[src/rtl/rts_pkg.sv]
package rts_pkg;

    // ---------------------------------------------------------------
    // Timing
    // ---------------------------------------------------------------
    localparam int unsigned CLK_HZ = 10_000_000;
    localparam int unsigned PWRUP_DELAY_MS = 72;
    localparam int unsigned BOR_MIN_US = 100;
    // Internal RC ticks per millisecond and per microsecond.
    localparam int unsigned RC_TICKS_PER_MS = 1000;
    localparam int unsigned PWRUP_TICKS = PWRUP_DELAY_MS * RC_TICKS_PER_MS;
    localparam int unsigned BOR_TICKS_DFLT = BOR_MIN_US;
    localparam int unsigned OST_CYCLES = 1024;
    localparam int unsigned MASTER_CLEAR_PIN_FILT_CYCLES = 4;
    localparam int unsigned CNT_W = 17;

    // ---------------------------------------------------------------
    // Register map and reset values
    // ---------------------------------------------------------------
    localparam logic [11:0] PWR_STAT_OFS = 12'h000;
    localparam logic [11:0] SPEC_OFS = 12'h004;
    localparam logic [11:0] CFG_OFS = 12'h008;
    localparam int unsigned BORN_BIT = 0;
    localparam int unsigned PORN_BIT = 1;
    localparam logic [12:0] PC_RESET = 13'h0000;
    localparam logic [12:0] PC_IRQ_VEC = 13'h0004;
    localparam logic [7:0] STATUS_POR = 8'h18;
    localparam logic [7:0] OPTION_RESET = 8'hff;
    localparam logic [7:0] TRIS_RESET = 8'hff;
    localparam logic [3:0] CFG_RESET = 4'h0;

    typedef enum logic [1:0] {
        RTS_OSC_LP = 2'b00,
        RTS_OSC_XT = 2'b01,
        RTS_OSC_HS = 2'b10,
        RTS_OSC_RC = 2'b11
    } rts_osc_t;

    typedef enum logic [2:0] {
        RTS_ST_HOLD = 3'b000,
        RTS_ST_POWERUP_DELAY_TIMER = 3'b001,
        RTS_ST_OST = 3'b010,
        RTS_ST_WAIT = 3'b011,
        RTS_ST_RUN = 3'b100
    } rts_state_t;

    // Reset-cause events seen by the sequencer.
    typedef struct packed {
        logic por;
        logic wdt_reset;
        logic wdt_wake;
        logic irq_wake;
        logic sleeping;
    } rts_evt_t;

    typedef struct packed {
        rts_state_t st;
        logic [CNT_W-1:0] cnt;
        logic [CNT_W-1:0] bor_cnt;
        logic in_bor;
        logic master_clear_pin_sync;
        logic [2:0] master_clear_pin_cnt;
        logic master_clear_pin_ok;
        logic [1:0] power_reset_status;
        logic to_flag;
        logic pd_flag;
        logic [12:0] pc;
        logic [7:0] status;
        logic [7:0] option;
        logic [7:0] tris;
        logic load_pulse;
        logic [31:0] prdata;
    } rts_state_s_t;

endpackage : rts_pkg

[src/rtl/rts_sequencer.sv]
`timescale 1ns/1ps
module rts_sequencer #(
    parameter int unsigned PWRUP_TICKS = rts_pkg::PWRUP_TICKS,
    parameter int unsigned BOR_TICKS = rts_pkg::BOR_TICKS_DFLT
) (
    input wire logic clk_sys_i,
    input wire logic rst_i,
    input wire logic psel_i,
    input wire logic penable_i,
    input wire logic pwrite_i,
    input wire logic [11:0] paddr_i,
    input wire logic [31:0] pwdata_i,
    output logic [31:0] prdata_o,
    output logic pready_o,
    output logic pslverr_o,
    input wire logic por_pulse_i,
    input wire logic vdd_low_i,
    input wire logic brownout_enable_cfg_i,
    input wire logic powerup_timer_enable_n_i,
    input wire logic [1:0] osc_mode_i,
    input wire logic rc_tick_i,
    input wire logic osc_input_pin_i,
    input wire logic master_clear_pin_n_i,
    input wire logic wdt_timeout_i,
    input wire logic sleeping_i,
    input wire logic irq_wake_i,
    input wire logic global_irq_enable_i,
    input wire logic [12:0] cur_pc_i,
    output logic chip_reset_o,
    output logic [12:0] pc_o,
    output logic pc_load_o,
    output logic [7:0] status_o,
    output logic [7:0] option_o,
    output logic [7:0] tris_o
);

    // ---------------------------------------------------------------
    // State
    // ---------------------------------------------------------------
    rts_pkg::rts_state_s_t q_r;
    rts_pkg::rts_state_s_t q_nxt;
    logic osc_d_r;
    logic osc_rise;
    logic crystal;
    logic powerup_delay_timer_on;
    logic bor_hit;
    logic wr;
    logic rd;

    // Crystal modes need the oscillator start-up count.
    function automatic logic is_crystal(input logic [1:0] m);
        is_crystal = (m != rts_pkg::RTS_OSC_RC);
    endfunction : is_crystal

    // Oscillator edge detector; the pin is taken as synchronous.
    always_ff @(posedge clk_sys_i or posedge rst_i) begin
        if (rst_i) begin
            osc_d_r <= 1'b0;
        end else begin
            osc_d_r <= osc_input_pin_i;
        end
    end

    assign osc_rise = osc_input_pin_i & ~osc_d_r;
    assign crystal = is_crystal(osc_mode_i);
    // Brown-out enable forces the delay whatever the timer bit says.
    assign powerup_delay_timer_on = ~powerup_timer_enable_n_i | brownout_enable_cfg_i;
    assign bor_hit = brownout_enable_cfg_i & vdd_low_i
        & (q_r.bor_cnt >= BOR_TICKS[rts_pkg::CNT_W-1:0] - 1'b1) & rc_tick_i;
    assign wr = psel_i & penable_i & pwrite_i;
    assign rd = psel_i & ~penable_i & ~pwrite_i;

    // ---------------------------------------------------------------
    // Next-state logic
    // ---------------------------------------------------------------
    // Zero-wait APB: every access completes in its first access cycle.
    always_comb begin
        q_nxt = q_r;
        q_nxt.load_pulse = 1'b0;

        // Pin filter: the low level must persist before it counts.
        q_nxt.master_clear_pin_sync = master_clear_pin_n_i;
        if (q_r.master_clear_pin_sync) begin
            q_nxt.master_clear_pin_cnt = 3'h0;
            q_nxt.master_clear_pin_ok = 1'b1;
        end else if (q_r.master_clear_pin_cnt != 3'(rts_pkg::MASTER_CLEAR_PIN_FILT_CYCLES)) begin
            q_nxt.master_clear_pin_cnt = q_r.master_clear_pin_cnt + 3'h1;
        end else begin
            q_nxt.master_clear_pin_ok = 1'b0;
        end

        // Brown-out persistence window on RC ticks.
        if (!(brownout_enable_cfg_i && vdd_low_i)) begin
            q_nxt.bor_cnt = '0;
        end else if (rc_tick_i && !bor_hit) begin
            q_nxt.bor_cnt = q_r.bor_cnt + 1'b1;
        end

        case (q_r.st)
            rts_pkg::RTS_ST_HOLD: begin
                // Waiting for supply to recover after a brown-out dip; after power-on this is one cycle.
                if (!(q_r.in_bor && vdd_low_i)) begin
                    q_nxt.cnt = '0;
                    if (powerup_delay_timer_on) begin
                        q_nxt.st = rts_pkg::RTS_ST_POWERUP_DELAY_TIMER;
                    end else if (crystal) begin
                        q_nxt.st = rts_pkg::RTS_ST_OST;
                    end else begin
                        q_nxt.st = rts_pkg::RTS_ST_WAIT;
                    end
                end
            end
            rts_pkg::RTS_ST_POWERUP_DELAY_TIMER: begin
                if (q_r.in_bor && vdd_low_i) begin
                    q_nxt.st = rts_pkg::RTS_ST_HOLD;
                end else if (rc_tick_i) begin
                    q_nxt.cnt = q_r.cnt + 1'b1;
                    if (q_r.cnt == rts_pkg::CNT_W'(PWRUP_TICKS - 1)) begin
                        q_nxt.cnt = '0;
                        q_nxt.st = crystal ? rts_pkg::RTS_ST_OST
                            : rts_pkg::RTS_ST_WAIT;
                    end
                end
            end
            rts_pkg::RTS_ST_OST: begin
                if (osc_rise) begin
                    q_nxt.cnt = q_r.cnt + 1'b1;
                    if (q_r.cnt == rts_pkg::CNT_W'(rts_pkg::OST_CYCLES - 1)) begin
                        q_nxt.st = rts_pkg::RTS_ST_WAIT;
                    end
                end
            end
            rts_pkg::RTS_ST_WAIT: begin
                // Timeouts done; wait only for the pin to be high.
                if (q_r.master_clear_pin_ok) begin
                    q_nxt.st = rts_pkg::RTS_ST_RUN;
                    q_nxt.in_bor = 1'b0;
                end
            end
            rts_pkg::RTS_ST_RUN: begin
                if (!q_r.master_clear_pin_ok || wdt_timeout_i) begin
                    // Pin or watchdog reset: no start-up timers run.
                    q_nxt.st = sleeping_i && wdt_timeout_i
                        ? rts_pkg::RTS_ST_RUN : rts_pkg::RTS_ST_WAIT;
                end
            end
            default: begin
                q_nxt.st = rts_pkg::RTS_ST_HOLD;
            end
        endcase

        // Wake from sleep in crystal modes runs the start-up count.
        if (q_r.st == rts_pkg::RTS_ST_RUN && sleeping_i
            && (wdt_timeout_i || irq_wake_i) && crystal) begin
            q_nxt.st = rts_pkg::RTS_ST_OST;
            q_nxt.cnt = '0;
        end

        // Special registers per reset cause.
        if (q_r.st == rts_pkg::RTS_ST_RUN) begin
            if (!q_r.master_clear_pin_ok && sleeping_i) begin
                q_nxt.to_flag = 1'b1;
                q_nxt.pd_flag = 1'b0;
                q_nxt.status = {3'b000, 2'b10, q_r.status[2:0]};
                q_nxt.pc = rts_pkg::PC_RESET;
                q_nxt.option = rts_pkg::OPTION_RESET;
                q_nxt.tris = rts_pkg::TRIS_RESET;
                q_nxt.load_pulse = 1'b1;
            end else if (!q_r.master_clear_pin_ok) begin
                q_nxt.status = {3'b000, q_r.status[4:0]};
                q_nxt.pc = rts_pkg::PC_RESET;
                q_nxt.option = rts_pkg::OPTION_RESET;
                q_nxt.tris = rts_pkg::TRIS_RESET;
                q_nxt.load_pulse = 1'b1;
            end else if (wdt_timeout_i && sleeping_i) begin
                q_nxt.to_flag = 1'b0;
                q_nxt.pd_flag = 1'b0;
                q_nxt.status = {q_r.status[7:5], 2'b00, q_r.status[2:0]};
                q_nxt.pc = cur_pc_i + 13'h0001;
                q_nxt.load_pulse = 1'b1;
            end else if (wdt_timeout_i) begin
                q_nxt.to_flag = 1'b0;
                q_nxt.pd_flag = 1'b1;
                q_nxt.status = {3'b000, 2'b01, q_r.status[2:0]};
                q_nxt.pc = rts_pkg::PC_RESET;
                q_nxt.option = rts_pkg::OPTION_RESET;
                q_nxt.tris = rts_pkg::TRIS_RESET;
                q_nxt.load_pulse = 1'b1;
            end else if (irq_wake_i && sleeping_i) begin
                q_nxt.to_flag = 1'b1;
                q_nxt.pd_flag = 1'b0;
                q_nxt.status = {q_r.status[7:5], 2'b10, q_r.status[2:0]};
                q_nxt.pc = global_irq_enable_i ? rts_pkg::PC_IRQ_VEC
                    : cur_pc_i + 13'h0001;
                q_nxt.load_pulse = 1'b1;
            end
        end

        // Software sets the active-low flags; hardware clears win.
        if (wr && paddr_i == rts_pkg::PWR_STAT_OFS) begin
            q_nxt.power_reset_status = q_r.power_reset_status | pwdata_i[1:0];
        end

        // Brown-out entry: restart everything, clear the flag.
        if (bor_hit) begin
            q_nxt.st = rts_pkg::RTS_ST_HOLD;
            q_nxt.in_bor = 1'b1;
            q_nxt.cnt = '0;
            q_nxt.bor_cnt = '0;
            q_nxt.power_reset_status[rts_pkg::BORN_BIT] = 1'b0;
            q_nxt.to_flag = 1'b1;
            q_nxt.pd_flag = 1'b1;
            q_nxt.status = {3'b000, 2'b11, q_r.status[2:0]};
            q_nxt.pc = rts_pkg::PC_RESET;
            q_nxt.option = rts_pkg::OPTION_RESET;
            q_nxt.tris = rts_pkg::TRIS_RESET;
            q_nxt.load_pulse = 1'b1;
        end

        // Power-on pulse overrides all other causes; a same-cycle brown-out still clears its flag.
        if (por_pulse_i) begin
            q_nxt.st = rts_pkg::RTS_ST_HOLD;
            q_nxt.in_bor = 1'b0;
            q_nxt.cnt = '0;
            q_nxt.power_reset_status[rts_pkg::PORN_BIT] = 1'b0;
            q_nxt.to_flag = 1'b1;
            q_nxt.pd_flag = 1'b1;
            q_nxt.status = rts_pkg::STATUS_POR;
            q_nxt.pc = rts_pkg::PC_RESET;
            q_nxt.option = rts_pkg::OPTION_RESET;
            q_nxt.tris = rts_pkg::TRIS_RESET;
            q_nxt.load_pulse = 1'b1;
        end

        // Read data is captured in the setup cycle and stands until the
        // next read setup, so a late sample in the access phase is safe.
        if (rd) begin
            case (paddr_i)
                rts_pkg::PWR_STAT_OFS: q_nxt.prdata = {30'h0, q_r.power_reset_status};
                rts_pkg::SPEC_OFS: q_nxt.prdata = {14'h0, q_r.to_flag,
                    q_r.pd_flag, q_r.status, q_r.st, 5'h00};
                rts_pkg::CFG_OFS: q_nxt.prdata = {27'h0, brownout_enable_cfg_i,
                    powerup_timer_enable_n_i, osc_mode_i, powerup_delay_timer_on};
                default: q_nxt.prdata = '0;
            endcase
        end
    end

    // ---------------------------------------------------------------
    // State register
    // ---------------------------------------------------------------
    always_ff @(posedge clk_sys_i or posedge rst_i) begin
        if (rst_i) begin
            q_r <= '{st: rts_pkg::RTS_ST_HOLD, cnt: '0, bor_cnt: '0,
                in_bor: 1'b0, master_clear_pin_sync: 1'b1, master_clear_pin_cnt: 3'h0,
                master_clear_pin_ok: 1'b1, power_reset_status: 2'b00, to_flag: 1'b1, pd_flag: 1'b1,
                pc: rts_pkg::PC_RESET, status: rts_pkg::STATUS_POR,
                option: rts_pkg::OPTION_RESET, tris: rts_pkg::TRIS_RESET,
                load_pulse: 1'b0, prdata: '0};
        end else begin
            q_r <= q_nxt;
        end
    end

    // ---------------------------------------------------------------
    // Outputs
    // ---------------------------------------------------------------
    // Reset stays high until every timer and source has cleared.
    assign chip_reset_o = (q_r.st != rts_pkg::RTS_ST_RUN);
    assign pc_o = q_r.pc;
    assign pc_load_o = q_r.load_pulse;
    assign status_o = q_r.status;
    assign option_o = q_r.option;
    assign tris_o = q_r.tris;
    assign prdata_o = q_r.prdata;
    assign pready_o = 1'b1;
    assign pslverr_o = 1'b0;

    // ---------------------------------------------------------------
    // Checks
    // ---------------------------------------------------------------
    chk_powerup_delay_timer_holds: assert property (@(posedge clk_sys_i) disable iff (rst_i)
        (q_r.st == rts_pkg::RTS_ST_POWERUP_DELAY_TIMER) |-> chip_reset_o)
        else $error("reset released during power-up delay");
    chk_por_flag: assert property (@(posedge clk_sys_i) disable iff (rst_i)
        por_pulse_i |=> !q_r.power_reset_status[1] && q_r.to_flag && q_r.pd_flag)
        else $error("power-on flags wrong");
    chk_bor_flag: assert property (@(posedge clk_sys_i) disable iff (rst_i)
        (bor_hit && !por_pulse_i) |=> !q_r.power_reset_status[0]
        && q_r.st == rts_pkg::RTS_ST_HOLD)
        else $error("brown-out not taken");
    chk_ost_count: assert property (@(posedge clk_sys_i) disable iff (rst_i)
        (q_r.st == rts_pkg::RTS_ST_OST && osc_rise && !bor_hit
        && !por_pulse_i && q_r.cnt == 17'd1023)
        |=> q_r.st == rts_pkg::RTS_ST_WAIT)
        else $error("start-up count end missed");
    chk_rc_no_ost: assert property (@(posedge clk_sys_i) disable iff (rst_i)
        !crystal && $stable(osc_mode_i) |-> ##1
        (q_r.st != rts_pkg::RTS_ST_OST || $past(q_r.st)
        == rts_pkg::RTS_ST_OST))
        else $error("start-up count in RC mode");
    chk_pin_release: assert property (@(posedge clk_sys_i) disable iff (rst_i)
        (q_r.st == rts_pkg::RTS_ST_WAIT && q_r.master_clear_pin_ok && !bor_hit
        && !por_pulse_i) |=> !chip_reset_o)
        else $error("release not immediate");
    chk_wdt_flags: assert property (@(posedge clk_sys_i) disable iff (rst_i)
        (q_r.st == rts_pkg::RTS_ST_RUN && q_r.master_clear_pin_ok && wdt_timeout_i
        && !sleeping_i && !bor_hit && !por_pulse_i)
        |=> !q_r.to_flag && q_r.pd_flag && q_r.pc == 13'h0000)
        else $error("watchdog reset flags wrong");
    chk_irq_vector: assert property (@(posedge clk_sys_i) disable iff (rst_i)
        (q_r.st == rts_pkg::RTS_ST_RUN && q_r.master_clear_pin_ok && !wdt_timeout_i
        && irq_wake_i && sleeping_i && global_irq_enable_i && !bor_hit
        && !por_pulse_i) |=> q_r.pc == 13'h0004)
        else $error("interrupt vector not loaded");

endmodule : rts_sequencer

[config.mk]
export PLATFORM = sky130hd
export DESIGN_NAME = rts_sequencer
export DESIGN_NICKNAME = d
export VERILOG_FILES = /design/src/rtl/rts_pkg.sv /design/src/rtl/rts_sequencer.sv
export SDC_FILE = /design/constraint.sdc
export NUM_CORES = 1
export LEC_CHECK = 0
export BUFFER_PORTS_ARGS = -buffer_cell sky130_fd_sc_hd__buf_4
export CAP_MARGIN = 30
export CORE_MARGIN = 4
export CORE_UTILIZATION = 30
export CTS_CLUSTER_DIAMETER = 40
export CTS_CLUSTER_SIZE = 8
export DETAILED_ROUTE_END_ITERATION = 8
export GPL_ROUTABILITY_DRIVEN = 1
export SLEW_MARGIN = 20
export SYNTH_ARGS = -nofsm -noshare
export SYNTH_HDL_FRONTEND = slang
export SYNTH_SLANG_ARGS = --single-unit
[constraint.sdc]
create_clock -name clk_sys_i -period 3.2 [get_ports clk_sys_i]
set_input_delay 0.16 -clock clk_sys_i [delete_from_list [all_inputs] [get_ports clk_sys_i]]
set_output_delay 0.16 -clock clk_sys_i [all_outputs]
set_load 0.02 [all_outputs]
Word level (Yosys, flattened, before mapping)
Cells that the tools add are included.
Word-level totals
  logic and storage cells: 138
  output and inout bits: 73
  bits in registers: 118
  bits of input ports: 75
Operators by class
  reductions and logical operators: 31
  equality and inequality tests: 25
  $add $sub $neg: 4
  muxes and demuxes: 43
  bitwise gates (word level): 14
  order comparisons: 1
Operators by type and width (number)
  20-bit 2-to-1 mux: 6
  40-bit 2-to-1 mux: 3
  38-bit 2-to-1 mux: 2
  23-bit 2-to-1 mux: 3
  18-bit one-hot mux with 3 select lines: 1
  17-bit 2-to-1 mux: 3
  17-bit one-hot mux with 3 select lines: 1
  41-bit 2-to-1 mux: 1
  17-bit by 1-bit adder with 17-bit output, second input constant: 2
  16-bit 2-to-1 mux: 2
  5-bit inequality test, second input constant: 6
  3-bit 2-to-1 mux: 7
  17-bit by 10-bit equality test with 1-bit output, second input constant: 1
  17-bit equality test, second input constant: 1
  17-bit by 7-bit >= comparator with 1-bit output, second input constant: 1
  3-bit one-hot mux with 5 select lines: 1
  13-bit by 1-bit adder with 13-bit output, second input constant: 1
  13-bit 2-to-1 mux: 1
  12-bit by 3-bit equality test with 1-bit output, second input constant: 1
  12-bit by 4-bit equality test with 1-bit output, second input constant: 1
  12-bit zero test: 1
  6-bit inequality test, second input constant: 2
  6-bit nonzero test: 2
  1-bit logical AND: 10
  other kinds (27): 58

Longest topological paths before layout
  depth after elaboration: 10
  gate-level depth with buffers: 9
  gate-level depth less buffers: 7

Worst setup path before layout
No wires, ideal clock.
  path type: reg-to-reg
  from: register q_r[91] (netlist name)
  to: register q_r (netlist bit pc_o[12])
  path buffers: 1
  data required time: 3.135 ns
  slack: 0.761 ns
  arrival: 2.373 ns
  clock period less this slack: 2.439 ns
  cell stages (with the launch flop): 8
  setup time: 0.065 ns
  cells stage by stage: dfrtp_1 or4_1 or4_1 o22a_1 or4_1 buf_2 inv_2 a22o_1
On the way
  cells in the longest elaborated chain, start to end: 5
  elaborated cells between the ends (all ways): 8
  those cells by class: 1 x order compare; 1 x eq/ne; 2 x mux; 2 x bitwise; 2 x reduce/logical
RTL lines
  start: declaration: RTL line rts_sequencer.sv:40  | rts_pkg::rts_state_s_t q_r;
  start signal: assignment: RTL line rts_sequencer.sv:254  | q_r <= '{st: rts_pkg::RTS_ST_HOLD, cnt: '0, bor_cnt: '0,
  start signal: assignment: RTL line rts_sequencer.sv:261  | q_r <= q_nxt;
  17-bit by 7-bit >= comparator with 1-bit output *: RTL line rts_sequencer.sv:69  | & (q_r.bor_cnt >= BOR_TICKS[rts_pkg::CNT_W-1:0] - 1'b1) & rc_tick_i;
  1-bit bitwise AND * (2 in series): RTL line rts_sequencer.sv:69
  7-bit by 3-bit inequality test with 1-bit output (no line), or another cell as far along
  2-bit AND reduction (no line) or 40-bit 2-to-1 mux (tied branches)
Mark *: on every way between the ends. The rest lies on a longest branch, timed or not. The select of a mux whose other input is x is not followed.
A chain may end at the register's enable or synchronous reset.

Worst setup path in the final report
  from: register q_r[80] (netlist name)
  to: register q_r (netlist bit status_o[3])
On the way
  cells in the longest elaborated chain, start to end: 5
  elaborated cells between the ends (all ways): 9
  those cells by class: 1 x order compare; 2 x mux; 2 x bitwise; 4 x reduce/logical
RTL lines (RTL line)
  17-bit by 7-bit >= comparator with 1-bit output *: rts_sequencer.sv:69
  1-bit bitwise AND * (2 in series): rts_sequencer.sv:69
  6-bit nonzero test (no line), or another cell as far along
  3-bit AND reduction (no line) or 40-bit 2-to-1 mux (tied branches)
Marks and branches as above.

==> impl_metrics.yaml <==
sta:
  maxSlewViolCount: 0
  worstMarginPinSlew_ns: 0.679
  slew_headroom: 0.541
  hold_viol: 0
  fin_crit_sh: 0.875
  fmax_mhz: 357
  fin_tns_setup_ns: 0
  fin_skew_ns: 0.0107
  min_period_ns: 2.80
  setup_viol: 0
  rsz0062_at_grt: "false"
  holdWs_ns: 0.0298
setup_path:
  start_kind: "register"
  critPathArrivalTime_ns: 3.07
  crit_fanout: 8
  crit_type: "reg -> reg"
  worstPathRequired_ns: 3.47
  r2r_cells: 7
  rrSetupSlack_ns: 0.40
  endpoint_kind: "register"
finish:
  n_fill_cell: 1485
  antenna_cells: 0
  drive_gt1_frac: 0.241
  area_growth_pct: 18.9
  fin_nets: 639
yosys:
  yosys_warnings: 0
  syn_area_sq_mm: 0.00457
  synth_area_per_cell_sq_um: 9.00
  yosysUniqueCellTypes: 59
  synthFlopType: "dfrtp_1"
  synth-seq-area-share: 0.429
  synth_edf_count: 0
  synth_cells: 508
  synth-seq-cells: 78
  async_flop_share: 1.00
die:
  fp.dieW_um: 131
  start_util: 0.310
  core_area_sq_mm: 0.0148
  ioPinCount: 148
  die_h_um: 131
  rows: 44
  die_area_sq_mm: 0.0173
drt:
  ant_nets: 0
  post-route-drc-count: 0
  num_vias: 3763
  routed_wl_um: 10500
  drt_iter0_markers: 220
  detail_route.vias_per_cell: 5.03
  first_pass_iters: 4
  routedWlPerCell_um: 14.1
power:
  p_seq_frac: 0.396
  p_leak_nw: 2.45
  report.power.total_mw: 2.76
  power_switching_mw: 0.825
  comb_power_share: 0.203
  pwr_density_cell_mw_per_mm2: 509
  ir_worst_vdd_uv: 273
  swShare: 0.298
  power_frac_clock: 0.402
  p_int_mw: 1.94
global_routing:
  overflow: 0
  antenna_found_initial: 0
  grt_max_degree: 41
  grt_pass1_vias: 3661
  grt_pass1_wl_um: 17800
  grt.total_usage: 0.123
clock_tree:
  cts_sinks: 78
  ctsLongestPathBuffers: 2
  cts_tree: "built"
  cts-buffers-inserted: 9
  cts-root-buf: "clkbuf_16"
  clock_latency_ns: 0.34
  htreeDepth: 3
  cts_resized: 0
  clkTransAtPathRegs_ns: 0.06
  postCtsHoldBufs: 2
  postCtsSetupBuffers: 0
place:
  gp_congestion: 0.819
  hpwl_um: 7750
  io_buffers: 95
hold_path:
  worst_hold_path_type: "in -> reg"
  hold_path_depth: 2
run_status:
  outcome: "complete, no violations"
flow_run:
  max_cap_violations: 0
==> through the flow <==
stage	area [sq um]	worst slack, ns	util	std cells
CTS	5410	0.401	0.366	746
floorplan	4650	0.761	-	528
global placement	5060	0.455	0.343	728
detailed placement	5060	0.423	0.343	728
finish	5440	0.400	0.368	748
global route	5440	0.232	0.368	748
==> sequential cells by signal, summed over array words and instances (netlist names) <==
| signal | cells |
|---|---|
| q_r | 47 |
| status_o | 2 |
| pc_o | 13 |
| pc_load_o | 1 |
| osc_d_r | 1 |
| option_o | 1 |
| prdata_o | 13 |
==> power groups by stage <==
stage | logic, mW | clock network [mW] | registers (mW)
floorplan | 0.436 | 0 | 1.08
global placement | 0.541 | 0 | 1.11
detailed placement | 0.555 | 0 | 1.11
CTS | 0.560 | 1.15 | 1.09
global route | 0.626 | 1.19 | 1.10
finish | 0.561 | 1.11 | 1.09
==> cells by family (layout without fill, tap and decap cells) <==
logic type / after synthesis / in the layout / synth area share
and+or+nand+nor: 189 / 189 / 0.208
AOI/OAI and AO/OA: 117 / 117 / 0.169
buffers and inverters: 97 / 133 / 0.139
DFF: 78 / 78 / 0.429
xor gates and xnor gates: 17 / 17 / 0.0326
adders and majority gates: 5 / 5 / 0.0137
muxes: 3 / 3 / 0.00711
other: 2 / 22 / 0.00164
==> worst max-delay path, stage by stage (launching register included) <==
cell and delay [ns]:
dfrtp_1 0.43, ha_1 0.26, nor4_1 0.28, a21oi_1 0.14, or4_1 0.72, a21oi_2 0.37, o21ai_1 0.21, mux2_2 0.31
==> worst paths after layout <==
kind / startpoint / endpoint
max: q_r[80] / status_o[3]
min: cur_pc_i[0] / pc_o[0]
max reg2reg: q_r[80] / status_o[3]
min reg2reg: prdata_o[0] / prdata_o[0]
max in group asynchronous: rst_i / option_o[6]
min in group asynchronous: rst_i / q_r[89]
==> layer usage <==
layer  GRT usage  share of wire  wire, um  vias to the layer above
met4      0.0578          0.019       202                        0
met3      0.0283          0.056       590                       15
met5           0              0         0                        -
li1            -              -         -                     1833
met1       0.163           0.45      4740                     1808
met2       0.191           0.47      4990                      107
==> cells in the mapped netlist, drive strengths merged, types with 8 or more instances <==
cell    count  area (sq um)
buf        77           562
dfrtp      71          1780
nand2      53           199
nor2       38           145
o21ai      29           145
a21oi      26           134
a22o       18           158
nor3       18          90.1
nand3      14          70.1
nand4      12          75.1
o31ai      11          82.6
clkbuf     10          37.5
inv        10          37.5
and3        9          56.3
nand2b      9          56.3
xor2        9          78.8
xnor2       8          70.1
==> cell type report <==
| class | count | area, sq um | area share |
|---|---|---|---|
| Multi-Input combinational cell | 353 | 2050 | 0.377 |
| Sequential cell | 78 | 1960 | 0.361 |
| Timing Repair Buffer | 107 | 836 | 0.154 |
| Tap cell | 184 | 230 | 0.0424 |
| Clock buffer | 9 | 225 | 0.0414 |
| Clock inverter | 7 | 95.1 | 0.0175 |
| Inverter | 10 | 37.5 | 0.00691 |
==> placed cells by master (no fill, tap or decap), drive strengths merged, types with 4 or more instances in the layout <==
cell type,instances
buf,104
dfrtp,71
nand2,53
nor2,38
o21ai,29
a21oi,26
conb,22
nor3,18
a22o,18
nand3,14
nand4,12
inv,12
o31ai,11
and3,9
nand2b,9
xor2,9
clkbuf,9
xnor2,8
nor2b,7
dfstp,7
or4,5
o22ai,5
ha,5
nor4,4
and2,4
a31oi,4
Note: power is estimated with default switching activity, not from simulation.
